**config.mk**
```make
export PLATFORM = sky130hd
export DESIGN_NAME = vcarb_regs
export DESIGN_NICKNAME = d
export VERILOG_FILES = /design/src/core/vcarb_pkg.sv /design/src/core/vcarb_reg_if.sv /design/src/core/vcarb_regs.sv /design/src/core/vcarb_ahb_slave.sv /design/src/core/vcarb_tbl_loader.sv
export VERILOG_INCLUDE_DIRS = /design/src /design/src/core
export SDC_FILE = /design/constraint.sdc
export NUM_CORES = 1
export LEC_CHECK = 0
export ABC_AREA = 1
export BUFFER_PORTS_ARGS = -buffer_cell sky130_fd_sc_hd__buf_2
export CORE_ASPECT_RATIO = 1.5
export CORE_UTILIZATION = 54
export CTS_BUF_LIST = sky130_fd_sc_hd__clkbuf_2
export CTS_CLUSTER_DIAMETER = 150
export DETAILED_ROUTE_END_ITERATION = 12
export MAX_ROUTING_LAYER = met4
export PLACE_DENSITY = 0.92
export REMOVE_ABC_BUFFERS = 1
export SLEW_MARGIN = 20
export SYNTH_ARGS = -nofsm -noshare
export SYNTH_HDL_FRONTEND = slang
export SYNTH_SLANG_ARGS = --single-unit
```
**constraint.sdc**
```tcl
create_clock -name clk -period 3 [get_ports clk]
set_clock_uncertainty 0.1 [all_clocks]
set_input_delay 0.9 -clock clk [delete_from_list [all_inputs] [get_ports clk]]
set_output_delay 0.9 -clock clk [all_outputs]
set_load 0.005 [all_outputs]
```
**src/core/vcarb_consts.svh**
```systemverilog
// constants for the channel arbitration configuration registers
// assumes byte addressing on a 32-bit register bus, one word per register
`ifndef VCARB_CONSTS_SVH
`define VCARB_CONSTS_SVH
`define VCARB_OFF_PORT_CTRL 32'h0000_014C
`define VCARB_OFF_RES_CAP 32'h0000_0150
`define VCARB_OFF_RES_CTRL 32'h0000_0154
`define VCARB_ZERO_WORD 32'h0000_0000
`define VCARB_VC_LOAD_BIT 0
`define VCARB_VC_SEL_LSB 1
`define VCARB_VC_SEL_MSB 3
`define VCARB_VC_SEL_RST 3'h0
`define VCARB_VC_SEL_ALT 3'h1
`define VCARB_VC_STAT_BIT 16
`define VCARB_PA_CAP_MSB 7
`define VCARB_PA_CAP_VAL 8'h09
`define VCARB_APS_BIT 14
`define VCARB_SNOOP_BIT 15
`define VCARB_MTS_LSB 16
`define VCARB_MTS_MSB 22
`define VCARB_MTS_RST 7'h7F
`define VCARB_PAT_OFF_LSB 24
`define VCARB_PAT_OFF_MSB 31
`define VCARB_PAT_OFF_VAL 8'h04
`define VCARB_TC_MSB 7
`define VCARB_TC_RST 8'hFF
`define VCARB_PA_LOAD_BIT 16
`define VCARB_PA_SEL_LSB 17
`define VCARB_PA_SEL_MSB 19
`define VCARB_PA_SEL_RST 3'h0
`define VCARB_PA_SEL_ALT 3'h3
`define VCARB_VCID_LSB 24
`define VCARB_VCID_MSB 26
`define VCARB_VCID_VAL 3'h0
`define VCARB_VC_EN_BIT 31
`define VCARB_VC_EN_RST 1'b1
`define VCARB_LOAD_CYCLES 4
`define VCARB_HTRANS_NONSEQ_BIT 1
`endif

```
**src/core/vcarb_pkg.sv**
```systemverilog
// types shared by the channel arbitration register block
// assumes the constants header is compiled alongside
package vcarb_pkg;
    typedef logic [31:0] vcarb_word_t;
    typedef logic [2:0] vcarb_sel_t;
    typedef enum logic [1:0] {VCARB_BUS_IDLE, VCARB_BUS_WAIT, VCARB_BUS_DONE}
        vcarb_bus_state_t;
    typedef enum logic {VCARB_LD_IDLE, VCARB_LD_RUN} vcarb_load_state_t;
endpackage : vcarb_pkg

```
**src/core/vcarb_reg_if.sv**
```systemverilog
// register access strobes between the bus slave and the register file
// assumes one clock domain; strobes last one cycle
`timescale 1ns/100ps
interface vcarb_reg_if;
    logic wr;
    logic rd;
    logic [31:0] addr;
    logic [31:0] wdata;
    logic [31:0] rdata;
    modport bus (output wr, output rd, output addr, output wdata,
        input rdata);
    modport regs (input wr, input rd, input addr, input wdata,
        output rdata);
endinterface : vcarb_reg_if

```
**src/core/vcarb_regs.sv**
```systemverilog
// channel arbitration configuration registers behind an ahb-lite slave
// assumes table storage and arbiters sit outside and use the strobes here
`timescale 1ns/100ps
`include "vcarb_consts.svh"
module vcarb_regs #(
    parameter int LOAD_CYCLES = `VCARB_LOAD_CYCLES
) (
    input wire logic clk,
    input wire logic rst_n,
    input wire logic hsel,
    input wire vcarb_pkg::vcarb_word_t haddr,
    input wire logic [1:0] htrans,
    input wire logic hwrite,
    input wire logic [2:0] hsize,
    input wire vcarb_pkg::vcarb_word_t hwdata,
    input wire logic hready,
    output logic hreadyout,
    output vcarb_pkg::vcarb_word_t hrdata,
    output logic hresp,
    input wire logic ee_load_valid,
    input wire logic [7:0] ee_tc_map,
    input wire logic [6:0] ee_max_slots,
    input wire logic vc_entry_wr,
    input wire logic port_entry_wr,
    output vcarb_pkg::vcarb_sel_t vc_arb_scheme,
    output logic vc_table_busy,
    output logic vc_table_status,
    output logic vc_table_apply,
    output vcarb_pkg::vcarb_sel_t port_arb_scheme,
    output logic port_table_busy,
    output logic port_table_status,
    output logic port_table_apply,
    output logic [7:0] tc_map,
    output logic vc_enable
);
    import vcarb_pkg::*;

    vcarb_reg_if rif();

    vcarb_sel_t vc_sel_ff;
    vcarb_sel_t pa_sel_ff;
    logic [7:0] tc_map_ff;
    logic [6:0] mts_ff;
    logic vc_en_ff;
    logic vc_load_ff;
    logic pa_load_ff;
    logic wr_ctrl;
    logic wr_res;
    vcarb_sel_t wr_vc_sel;
    vcarb_sel_t wr_pa_sel;
    vcarb_word_t rdata;

    vcarb_ahb_slave u_bus (
        .clk(clk),
        .rst_n(rst_n),
        .hsel(hsel),
        .haddr(haddr),
        .htrans(htrans),
        .hwrite(hwrite),
        .hwdata(hwdata),
        .hready(hready),
        .hreadyout(hreadyout),
        .hrdata(hrdata),
        .hresp(hresp),
        .rif(rif.bus)
    );

    assign wr_ctrl = rif.wr && (rif.addr == `VCARB_OFF_PORT_CTRL);
    assign wr_res = rif.wr && (rif.addr == `VCARB_OFF_RES_CTRL);
    assign wr_vc_sel = rif.wdata[`VCARB_VC_SEL_MSB:`VCARB_VC_SEL_LSB];
    assign wr_pa_sel = rif.wdata[`VCARB_PA_SEL_MSB:`VCARB_PA_SEL_LSB];

    // unsupported scheme codes fall back to the default scheme
    always_ff @(posedge clk) begin
        if (!rst_n) begin
            vc_sel_ff <= `VCARB_VC_SEL_RST;
        end else if (wr_ctrl) begin
            if (wr_vc_sel == `VCARB_VC_SEL_ALT) begin
                vc_sel_ff <= `VCARB_VC_SEL_ALT;
            end else begin
                vc_sel_ff <= `VCARB_VC_SEL_RST;
            end
        end
    end

    always_ff @(posedge clk) begin
        if (!rst_n) begin
            pa_sel_ff <= `VCARB_PA_SEL_RST;
        end else if (wr_res) begin
            if (wr_pa_sel == `VCARB_PA_SEL_ALT) begin
                pa_sel_ff <= `VCARB_PA_SEL_ALT;
            end else begin
                pa_sel_ff <= `VCARB_PA_SEL_RST;
            end
        end
    end

    // load bits are not stored; each written one is a single pulse
    always_ff @(posedge clk) begin
        if (!rst_n) begin
            vc_load_ff <= 1'b0;
            pa_load_ff <= 1'b0;
        end else begin
            vc_load_ff <= wr_ctrl && rif.wdata[`VCARB_VC_LOAD_BIT];
            pa_load_ff <= wr_res && rif.wdata[`VCARB_PA_LOAD_BIT];
        end
    end

    // a software write in the same cycle as an autoload wins
    always_ff @(posedge clk) begin
        if (!rst_n) begin
            tc_map_ff <= `VCARB_TC_RST;
        end else if (wr_res) begin
            tc_map_ff <= rif.wdata[`VCARB_TC_MSB:0];
        end else if (ee_load_valid) begin
            tc_map_ff <= ee_tc_map;
        end
    end

    always_ff @(posedge clk) begin
        if (!rst_n) begin
            vc_en_ff <= `VCARB_VC_EN_RST;
        end else if (wr_res) begin
            vc_en_ff <= rif.wdata[`VCARB_VC_EN_BIT];
        end
    end

    // read-only to software; only the autoload path can change it
    always_ff @(posedge clk) begin
        if (!rst_n) begin
            mts_ff <= `VCARB_MTS_RST;
        end else if (ee_load_valid) begin
            mts_ff <= ee_max_slots;
        end
    end

    vcarb_tbl_loader #(
        .LOAD_CYCLES(LOAD_CYCLES)
    ) u_vc_loader (
        .clk(clk),
        .rst_n(rst_n),
        .load_req(vc_load_ff),
        .entry_wr(vc_entry_wr),
        .busy(vc_table_busy),
        .status(vc_table_status),
        .apply(vc_table_apply)
    );

    vcarb_tbl_loader #(
        .LOAD_CYCLES(LOAD_CYCLES)
    ) u_pa_loader (
        .clk(clk),
        .rst_n(rst_n),
        .load_req(pa_load_ff),
        .entry_wr(port_entry_wr),
        .busy(port_table_busy),
        .status(port_table_status),
        .apply(port_table_apply)
    );

    // every bit not named below stays zero, covering reserved ranges
    always_comb begin
        rdata = `VCARB_ZERO_WORD;
        case (rif.addr)
            `VCARB_OFF_PORT_CTRL: begin
                rdata[`VCARB_VC_LOAD_BIT] = 1'b0;
                rdata[`VCARB_VC_SEL_MSB:`VCARB_VC_SEL_LSB] = vc_sel_ff;
                rdata[`VCARB_VC_STAT_BIT] = vc_table_status;
            end
            `VCARB_OFF_RES_CAP: begin
                rdata[`VCARB_PA_CAP_MSB:0] = `VCARB_PA_CAP_VAL;
                rdata[`VCARB_APS_BIT] = 1'b0;
                rdata[`VCARB_SNOOP_BIT] = 1'b0;
                rdata[`VCARB_MTS_MSB:`VCARB_MTS_LSB] = mts_ff;
                rdata[`VCARB_PAT_OFF_MSB:`VCARB_PAT_OFF_LSB] =
                    `VCARB_PAT_OFF_VAL;
            end
            `VCARB_OFF_RES_CTRL: begin
                rdata[`VCARB_TC_MSB:0] = tc_map_ff;
                rdata[`VCARB_PA_LOAD_BIT] = 1'b0;
                rdata[`VCARB_PA_SEL_MSB:`VCARB_PA_SEL_LSB] = pa_sel_ff;
                rdata[`VCARB_VCID_MSB:`VCARB_VCID_LSB] =
                    `VCARB_VCID_VAL;
                rdata[`VCARB_VC_EN_BIT] = vc_en_ff;
            end
            default: rdata = `VCARB_ZERO_WORD;
        endcase
    end

    assign rif.rdata = rdata;
    assign vc_arb_scheme = vc_sel_ff;
    assign port_arb_scheme = pa_sel_ff;
    assign tc_map = tc_map_ff;
    assign vc_enable = vc_en_ff;
endmodule : vcarb_regs

```
**src/core/vcarb_ahb_slave.sv**
```systemverilog
// ahb-lite slave: one wait state on every transfer, always okay
// assumes single word transfers; hsize is not checked
`timescale 1ns/100ps
`include "vcarb_consts.svh"
module vcarb_ahb_slave (
    input wire logic clk,
    input wire logic rst_n,
    input wire logic hsel,
    input wire vcarb_pkg::vcarb_word_t haddr,
    input wire logic [1:0] htrans,
    input wire logic hwrite,
    input wire vcarb_pkg::vcarb_word_t hwdata,
    input wire logic hready,
    output logic hreadyout,
    output vcarb_pkg::vcarb_word_t hrdata,
    output logic hresp,
    vcarb_reg_if.bus rif
);
    import vcarb_pkg::*;
    vcarb_bus_state_t state_ff;
    logic write_ff;
    vcarb_word_t addr_ff;
    vcarb_word_t hrdata_ff;
    logic take;

    assign take = hsel && htrans[`VCARB_HTRANS_NONSEQ_BIT] && hready;

    always_ff @(posedge clk) begin
        if (!rst_n) begin
            state_ff <= VCARB_BUS_IDLE;
        end else begin
            case (state_ff)
                VCARB_BUS_IDLE: state_ff <= take ? VCARB_BUS_WAIT : state_ff;
                VCARB_BUS_WAIT: state_ff <= VCARB_BUS_DONE;
                VCARB_BUS_DONE: begin
                    state_ff <= take ? VCARB_BUS_WAIT : VCARB_BUS_IDLE;
                end
                default: state_ff <= VCARB_BUS_IDLE;
            endcase
        end
    end

    always_ff @(posedge clk) begin
        if (!rst_n) begin
            write_ff <= 1'b0;
            addr_ff <= `VCARB_ZERO_WORD;
        end else if (take) begin
            write_ff <= hwrite;
            addr_ff <= haddr;
        end
    end

    // read data is registered so the wait state carries the decode delay
    always_ff @(posedge clk) begin
        if (!rst_n) begin
            hrdata_ff <= `VCARB_ZERO_WORD;
        end else if (state_ff == VCARB_BUS_WAIT && !write_ff) begin
            hrdata_ff <= rif.rdata;
        end
    end

    assign rif.wr = (state_ff == VCARB_BUS_WAIT) && write_ff;
    assign rif.rd = (state_ff == VCARB_BUS_WAIT) && !write_ff;
    assign rif.addr = addr_ff;
    assign rif.wdata = hwdata;
    assign hreadyout = (state_ff != VCARB_BUS_WAIT);
    assign hrdata = hrdata_ff;
    assign hresp = 1'b0;
endmodule : vcarb_ahb_slave

```
**src/core/vcarb_tbl_loader.sv**
```systemverilog
// arbitration table load sequencer with its written-entry status flag
// assumes entry_wr and load_req are single-cycle pulses on clk
`timescale 1ns/100ps
`include "vcarb_consts.svh"
module vcarb_tbl_loader #(
    parameter int LOAD_CYCLES = `VCARB_LOAD_CYCLES
) (
    input wire logic clk,
    input wire logic rst_n,
    input wire logic load_req,
    input wire logic entry_wr,
    output logic busy,
    output logic status,
    output logic apply
);
    import vcarb_pkg::*;
    localparam int CW = $clog2(LOAD_CYCLES + 1);
    vcarb_load_state_t state_ff;
    logic [CW-1:0] cnt_ff;
    logic status_ff;
    logic apply_ff;
    logic done;

    assign done = (state_ff == VCARB_LD_RUN) && (cnt_ff == '0);

    // a load request during a running load is ignored
    always_ff @(posedge clk) begin
        if (!rst_n) begin
            state_ff <= VCARB_LD_IDLE;
            cnt_ff <= '0;
        end else begin
            case (state_ff)
                VCARB_LD_IDLE: begin
                    if (load_req) begin
                        state_ff <= VCARB_LD_RUN;
                        cnt_ff <= CW'(LOAD_CYCLES - 1);
                    end
                end
                VCARB_LD_RUN: begin
                    if (done) begin
                        state_ff <= VCARB_LD_IDLE;
                    end else begin
                        cnt_ff <= cnt_ff - 1'b1;
                    end
                end
                default: state_ff <= VCARB_LD_IDLE;
            endcase
        end
    end

    // set wins over clear so an entry written at load end is not lost
    always_ff @(posedge clk) begin
        if (!rst_n) begin
            status_ff <= 1'b0;
        end else if (entry_wr) begin
            status_ff <= 1'b1;
        end else if (done) begin
            status_ff <= 1'b0;
        end
    end

    always_ff @(posedge clk) begin
        if (!rst_n) begin
            apply_ff <= 1'b0;
        end else begin
            apply_ff <= done;
        end
    end

    assign busy = (state_ff == VCARB_LD_RUN);
    assign status = status_ff;
    assign apply = apply_ff;
endmodule : vcarb_tbl_loader

```
# Word level (Yosys, flattened, before mapping)

Index checks and enable logic that the tools add are counted.

Register bits: 90
Bits of input ports: 92
Output and inout port bits: 55
Word-level logic and storage cells: 85

Add/sub/neg operators: 2
Eq/ne operators: 13
Multiplexer cells: 30
Bitwise logic cells: 2
Reduce and logical (&&, ||, !) cells: 19

Operator list:

| kind                  | count |
|---|---|
| $eq A32 B9 Y1 const B | 3 |
| $mux W3               | 6 |
| $pmux W3 S2           | 3 |
| $mux W8               | 2 |
| $pmux W4 S3           | 1 |
| $mux W1               | 11 |
| $logic_and A1 B1 Y1   | 10 |
| $ne A2 B2 Y1 const B  | 4 |
| $logic_not A3 Y1      | 2 |
| $pmux W1 S2           | 3 |
| $pmux W2 S3           | 1 |
| $reduce_bool A2 Y1    | 3 |
| $sub A3 B1 Y3 const B | 2 |
| $mux W2               | 2 |
| $mux W4               | 1 |
| $ne A2 B1 Y1 const B  | 2 |
| $reduce_and A2 Y1     | 2 |
| $eq A3 B1 Y1 const B  | 1 |
| $eq A3 B2 Y1 const B  | 1 |
| $eq A2 B1 Y1 const B  | 1 |
| $eq A2 B2 Y1 const B  | 1 |
| $logic_not A2 Y1      | 1 |
| $not A1 Y1            | 2 |
| $logic_not A1 Y1      | 1 |

# Longest topological paths before layout

Depth after elaboration: 4
Mapped depth: 11
Depth with buffers taken out: 10

# Hierarchy

Synthesis repeated with hierarchy kept, for this count alone.

Cell total of the unflattened synthesis: 697
Area total of the unflattened synthesis: 4767.1 µm²

Modules (own cells, without submodules):

| module           | instances | cells an instance | area each (µm²) | seq. area each (µm²) |
|---|---|---|---|---|
| vcarb_ahb_slave  | 1         | 400               | 2917.8          | 1341.3 |
| vcarb_regs       | 1         | 233               | 1348.8          | 400.4 |
| vcarb_tbl_loader | 2         | 32                | 250.2           | 120.1 |

# Worst setup path after synthesis

Ideal clock, no wire load.

Path kind: input to register
Start point: input port hsel
End point: register u_bus.addr_ff[24], in the netlist u_bus.rif.addr[24]
Setup time: 0.128 ns
Arrival: 1.622 ns
Required time: 2.772 ns
Path slack: 1.150 ns
Stages: 4
Buffers on the path: 2
Path through: nand3_1 -> clkbuf_1 -> clkbuf_1 -> a21oi_1

Longest elaborated chain between the ends: 2

Ends and longest elaborated chain:

| element                           | line                  | text |
|---|---|---|
| from (decl)                       | vcarb_regs.sv:10      | `input wire logic hsel,` |
| $logic_and A1 B1 Y1 (2 in series) | vcarb_ahb_slave.sv:26 | `` assign take = hsel && htrans[`VCARB_HTRANS_NONSEQ_BIT] && hready; `` |
| to (signal assigned)              | vcarb_ahb_slave.sv:46 | `` addr_ff <= `VCARB_ZERO_WORD; `` |
| to (signal assigned)              | vcarb_ahb_slave.sv:49 | `addr_ff <= haddr;` |
| to (decl)                         | vcarb_ahb_slave.sv:22 | `vcarb_word_t addr_ff;` |

Every way passes these cells.
A chain may end at the register's enable or synchronous reset.

# Worst setup path after layout

Start point: register u_bus.state_ff[1]
End point: output port hreadyout

Longest elaborated chain between the ends: 1

Ends and longest elaborated chain:

| element                | line                  | text |
|---|---|---|
| from (decl)            | vcarb_ahb_slave.sv:20 | `vcarb_bus_state_t state_ff;` |
| from (signal assigned) | vcarb_ahb_slave.sv:33 | `VCARB_BUS_IDLE: state_ff <= take ? VCARB_BUS_WAIT : state_ff;` |
| from (signal assigned) | vcarb_ahb_slave.sv:36 | `state_ff <= take ? VCARB_BUS_WAIT : VCARB_BUS_IDLE;` |
| $ne A2 B1 Y1           | vcarb_ahb_slave.sv:66 | `assign hreadyout = (state_ff != VCARB_BUS_WAIT);` |
| to (decl)              | vcarb_regs.sv:17      | `output logic hreadyout,` |

Every way passes these cells.

==> summary.md <==
| Metric | Value |
|---|---|
| Outcome | `finished clean` |
| Inserted Clock Buffers | `9` |
| Rows | `36` |
| Combinational fraction of design power | `between 10 and 15%` |
| Final setup viols | `0` |
| First-pass GRT wire length | `11890 um` |
| Netlist cell types | `28` |
| Asr flop ratio synth | `0%` |
| DP HPWL | `5592 um` |
| Post-CTS Setup Bufs | `0` |
| MaxCap Viol Count | `0` |
| Fmax achieved | `460.0 MHz` |
| Post-cts sizing count | `0` |
| PD cells | `465.0 mW/mm2` |
| Worst-margin pin slew | `0.9928 ns` |
| NetSw | `about 0.0005 W` |
| Starting Density | `between 50% and 60%` |
| DR WL/cell | `around 11 um` |
| Largest net degree at the start of global routing | `68` |
| Worst Path Buf+Inv | `2` |
| Sequential-to-total area share from yosys stat | `46.57%` |
| Routed wl met2 | `3870 um` |
| Pins Over Slew Limit | `0` |
| GPL Wtd Cong | `0.8047` |
| Startpoint types | `register` |
| Setup_tns | `0 ns` |
| Clock latency on the worst-skew pair | `0.53 ns` |
| Clk sink count | `84` |
| Switch share | `26.09%` |
| Initial drt markers | `182` |
| Die Y | `102.2 um` |
| Maximum VDD drop | `slightly below 300 uV` |
| Worst-path cell chain | `inv_1 > nand2_2 > buf_2` |
| Syn Std Cell Area | `0.003611 mm2` |
| Critical-path top delay cell | `dfxtp_1` |
| Synthesized instance count | `~500` |
| CP Class | `register to output pin` |
| Clock slew at the register clock pins of the worst setup and hold paths | `approximately 0.20 ns` |
| Root Buffer | `clkbuf_2` |
| Avg Inst Size Synth | `7.295 um2` |
| Crit end category | `output pin` |
| Int Pwr | `0.001430 W` |
| Ys flop type | `dfxtp_1` |
| Slew margin rel. | `33.74%` |
| WP data arrival | `1.17 ns` |
| Number of synthesized flops with an enable pin | `0` |
| RSZ-0062 raised after global routing | `false` |
| Core ar. | `0.006486 mm2` |
| Final Hold Vio Count | `0` |
| Nets | `682` |
| Hold_buf cts | `0` |
| Total iterations of the first detailed-routing run | `4` |
| Fin Hold WS | `0.3585 ns` |
| Leak | `roughly 2.0 nW` |
| Chip width | `68.77 um` |
| Max FO, Critical Path | `4` |
| Synth Register Bits | `84` |
| Crit path max-delay family | `flip-flops` |
| CTS tree | `built` |
| Vias in the first global route | `just under 3000` |
| Sequential Power Share | `between 60% and 70%` |
| Final min period | `2.174 ns` |
| Vias | `3336` |
| Total GRT Usage | `between 20% and 30%` |
| Avg Vias per Cell | `5.001` |
| GRT Residual Overflow | `0` |
| Worst Hold Class | `register to register` |
| ANT cells | `0` |
| Layout cells sized above 1 | `between 20% and 30%` |
| Worst EP required | `2.00 ns` |
| PortBufs | `104` |
| Largest stage delay, worst path | `0.36 ns` |
| Final ANT Viol Nets | `0` |
| IO Count | `147` |
| Area Growth Syn to Fin | `15.21%` |
| Final period utilization | `72.46%` |
| Yosys warns | `0` |
| M1 wire length | `roughly 3000 um` |
| H-tree depth | `3` |
| Detail Route met3 WL | `501 um` |
| Clock power share | `28.5%` |
| Max clock buf depth | `2` |
| Initial antenna violation count | `0` |
| DRC errors left | `0` |
| Die ar. | `0.007025 mm2` |
| DR top layer | `met4` |
| Post-Route WL | `approximately 7600 um` |
per-stage QoR:
| stage | utilization (%) | setup WS, ns | instance area [um2] | total power (W) | cells |
|---|---|---|---|---|---|
| floorplan | - | 0.3442 | 3427 | 0.001309 | 470 |
| global placement | 62.52 | 0.5141 | 4055 | 0.001396 | 651 |
| detailed placement | 62.52 | 0.4084 | 4055 | 0.001405 | 651 |
| CTS | 64.14 | 0.8077 | 4160 | 0.001940 | 667 |
| global route | 64.14 | 0.7632 | 4160 | 0.002020 | 667 |
| finish | 64.14 | 0.8261 | 4160 | 0.001935 | 667 |
worst register-to-register path: cells and delay by family, from the launching register on:
family           cells  cell delay [ns]
DFF                  1             0.35
and+or+nand+nor      8             1.39
per-layer routing:
metal	track usage [%]	vias up
met2	40.65	122
met4	13.50	0
met1	23.22	1485
met3	5.246	21
li1	-	1708
met5	-	-
sequential cells by signal (all words and copies together) (netlist names):
register and count:
u_bus.hrdata 17, u_vc_loader.status 1, u_vc_loader.apply 1, u_bus.state_ff 2
u_bus.write_ff 1, vc_load_ff 1, vc_arb_scheme 1, u_pa_loader.busy 1
pa_load_ff 1, port_arb_scheme 1, vc_enable 1, u_pa_loader.status 1
u_pa_loader.apply 1, u_pa_loader.cnt_ff 3, u_bus.rif.addr 32, mts_ff 7
tc_map 8, u_vc_loader.cnt_ff 3, u_vc_loader.busy 1
kinds of logic after synthesis:
kind of cell / after synthesis / synth area share [%]
fa+ha+maj: 4 / 1.386
flops: 84 / 46.57
other cells: 1 / 0.1039
simple gates: 205 / 24.71
compound gates: 98 / 14.00
buf+inv: 103 / 13.24
cells in the mapped netlist (all sizes together), types with 4 or more instances:
master	instances	area [um2]
nand2	106	405.4
dfxtp	84	1682
inv	58	217.7
a21oi	49	249.0
nor2	49	214.0
o21ai	44	224.0
nand3	40	205.2
buf	24	180.2
clkbuf	19	71.32
nand3b	6	45.04
ha	4	50.05
final cells by class:
type	count	area, um2
Fill cell	597	2326
Sequential cell	84	1682
Multi-Input combinational cell	326	1524
Clock inverter	6	55.05
Clock buffer	10	50.05
Timing Repair Buffer	105	528.0
Inverter	60	226.5
Tap cell	76	95.09
layout by cell type (no fill, tap or decap):
master / instances
buf_2: 104
o21a_1: 1
nand2_1: 103
o21ai_0: 43
a31oi_1: 2
dfxtp_1: 84
inv_1: 55
clkinvlp_4: 1
a21oi_2: 1
nand2_2: 3
clkinv_1: 3
and2_1: 2
ha_1: 4
clkinv_2: 3
nor2_4: 3
nand3_2: 2
o22ai_1: 2
o21ai_2: 1
buf_4: 1
bufinv_16: 1
nor3_1: 2
a21oi_1: 48
inv_2: 3
clkbuf_2: 10
nor2_2: 3
nand3b_1: 6
conb_1: 19
nand3_1: 38
nor2_1: 43
power by group through the flow:
stage	Combinational (W)	Clock (W)	Sequential [W]
3_3_place_gp	0.000192	0	0.00120
3_5_place_dp	0.000198	0	0.00121
4_1_cts	0.000199	0.000556	0.00118
6_report	0.000198	0.000552	0.00118
2_1_floorplan	0.000107	0	0.00120
5_1_grt	0.000229	0.000601	0.00119
worst paths after layout:
check                                          end  cells after the start               start  slack [ns]
worst max-delay path                     hreadyout                      3   u_bus.state_ff[1]        0.83
worst min-delay path            u_bus.rif.addr[29]                      2  u_bus.rif.addr[29]        0.36
worst max register to register           tc_map[1]                      8  u_bus.rif.addr[26]        1.04
worst min register to register  u_bus.rif.addr[29]                      2  u_bus.rif.addr[29]        0.36
Note: power is estimated with default switching activity, not from simulation.
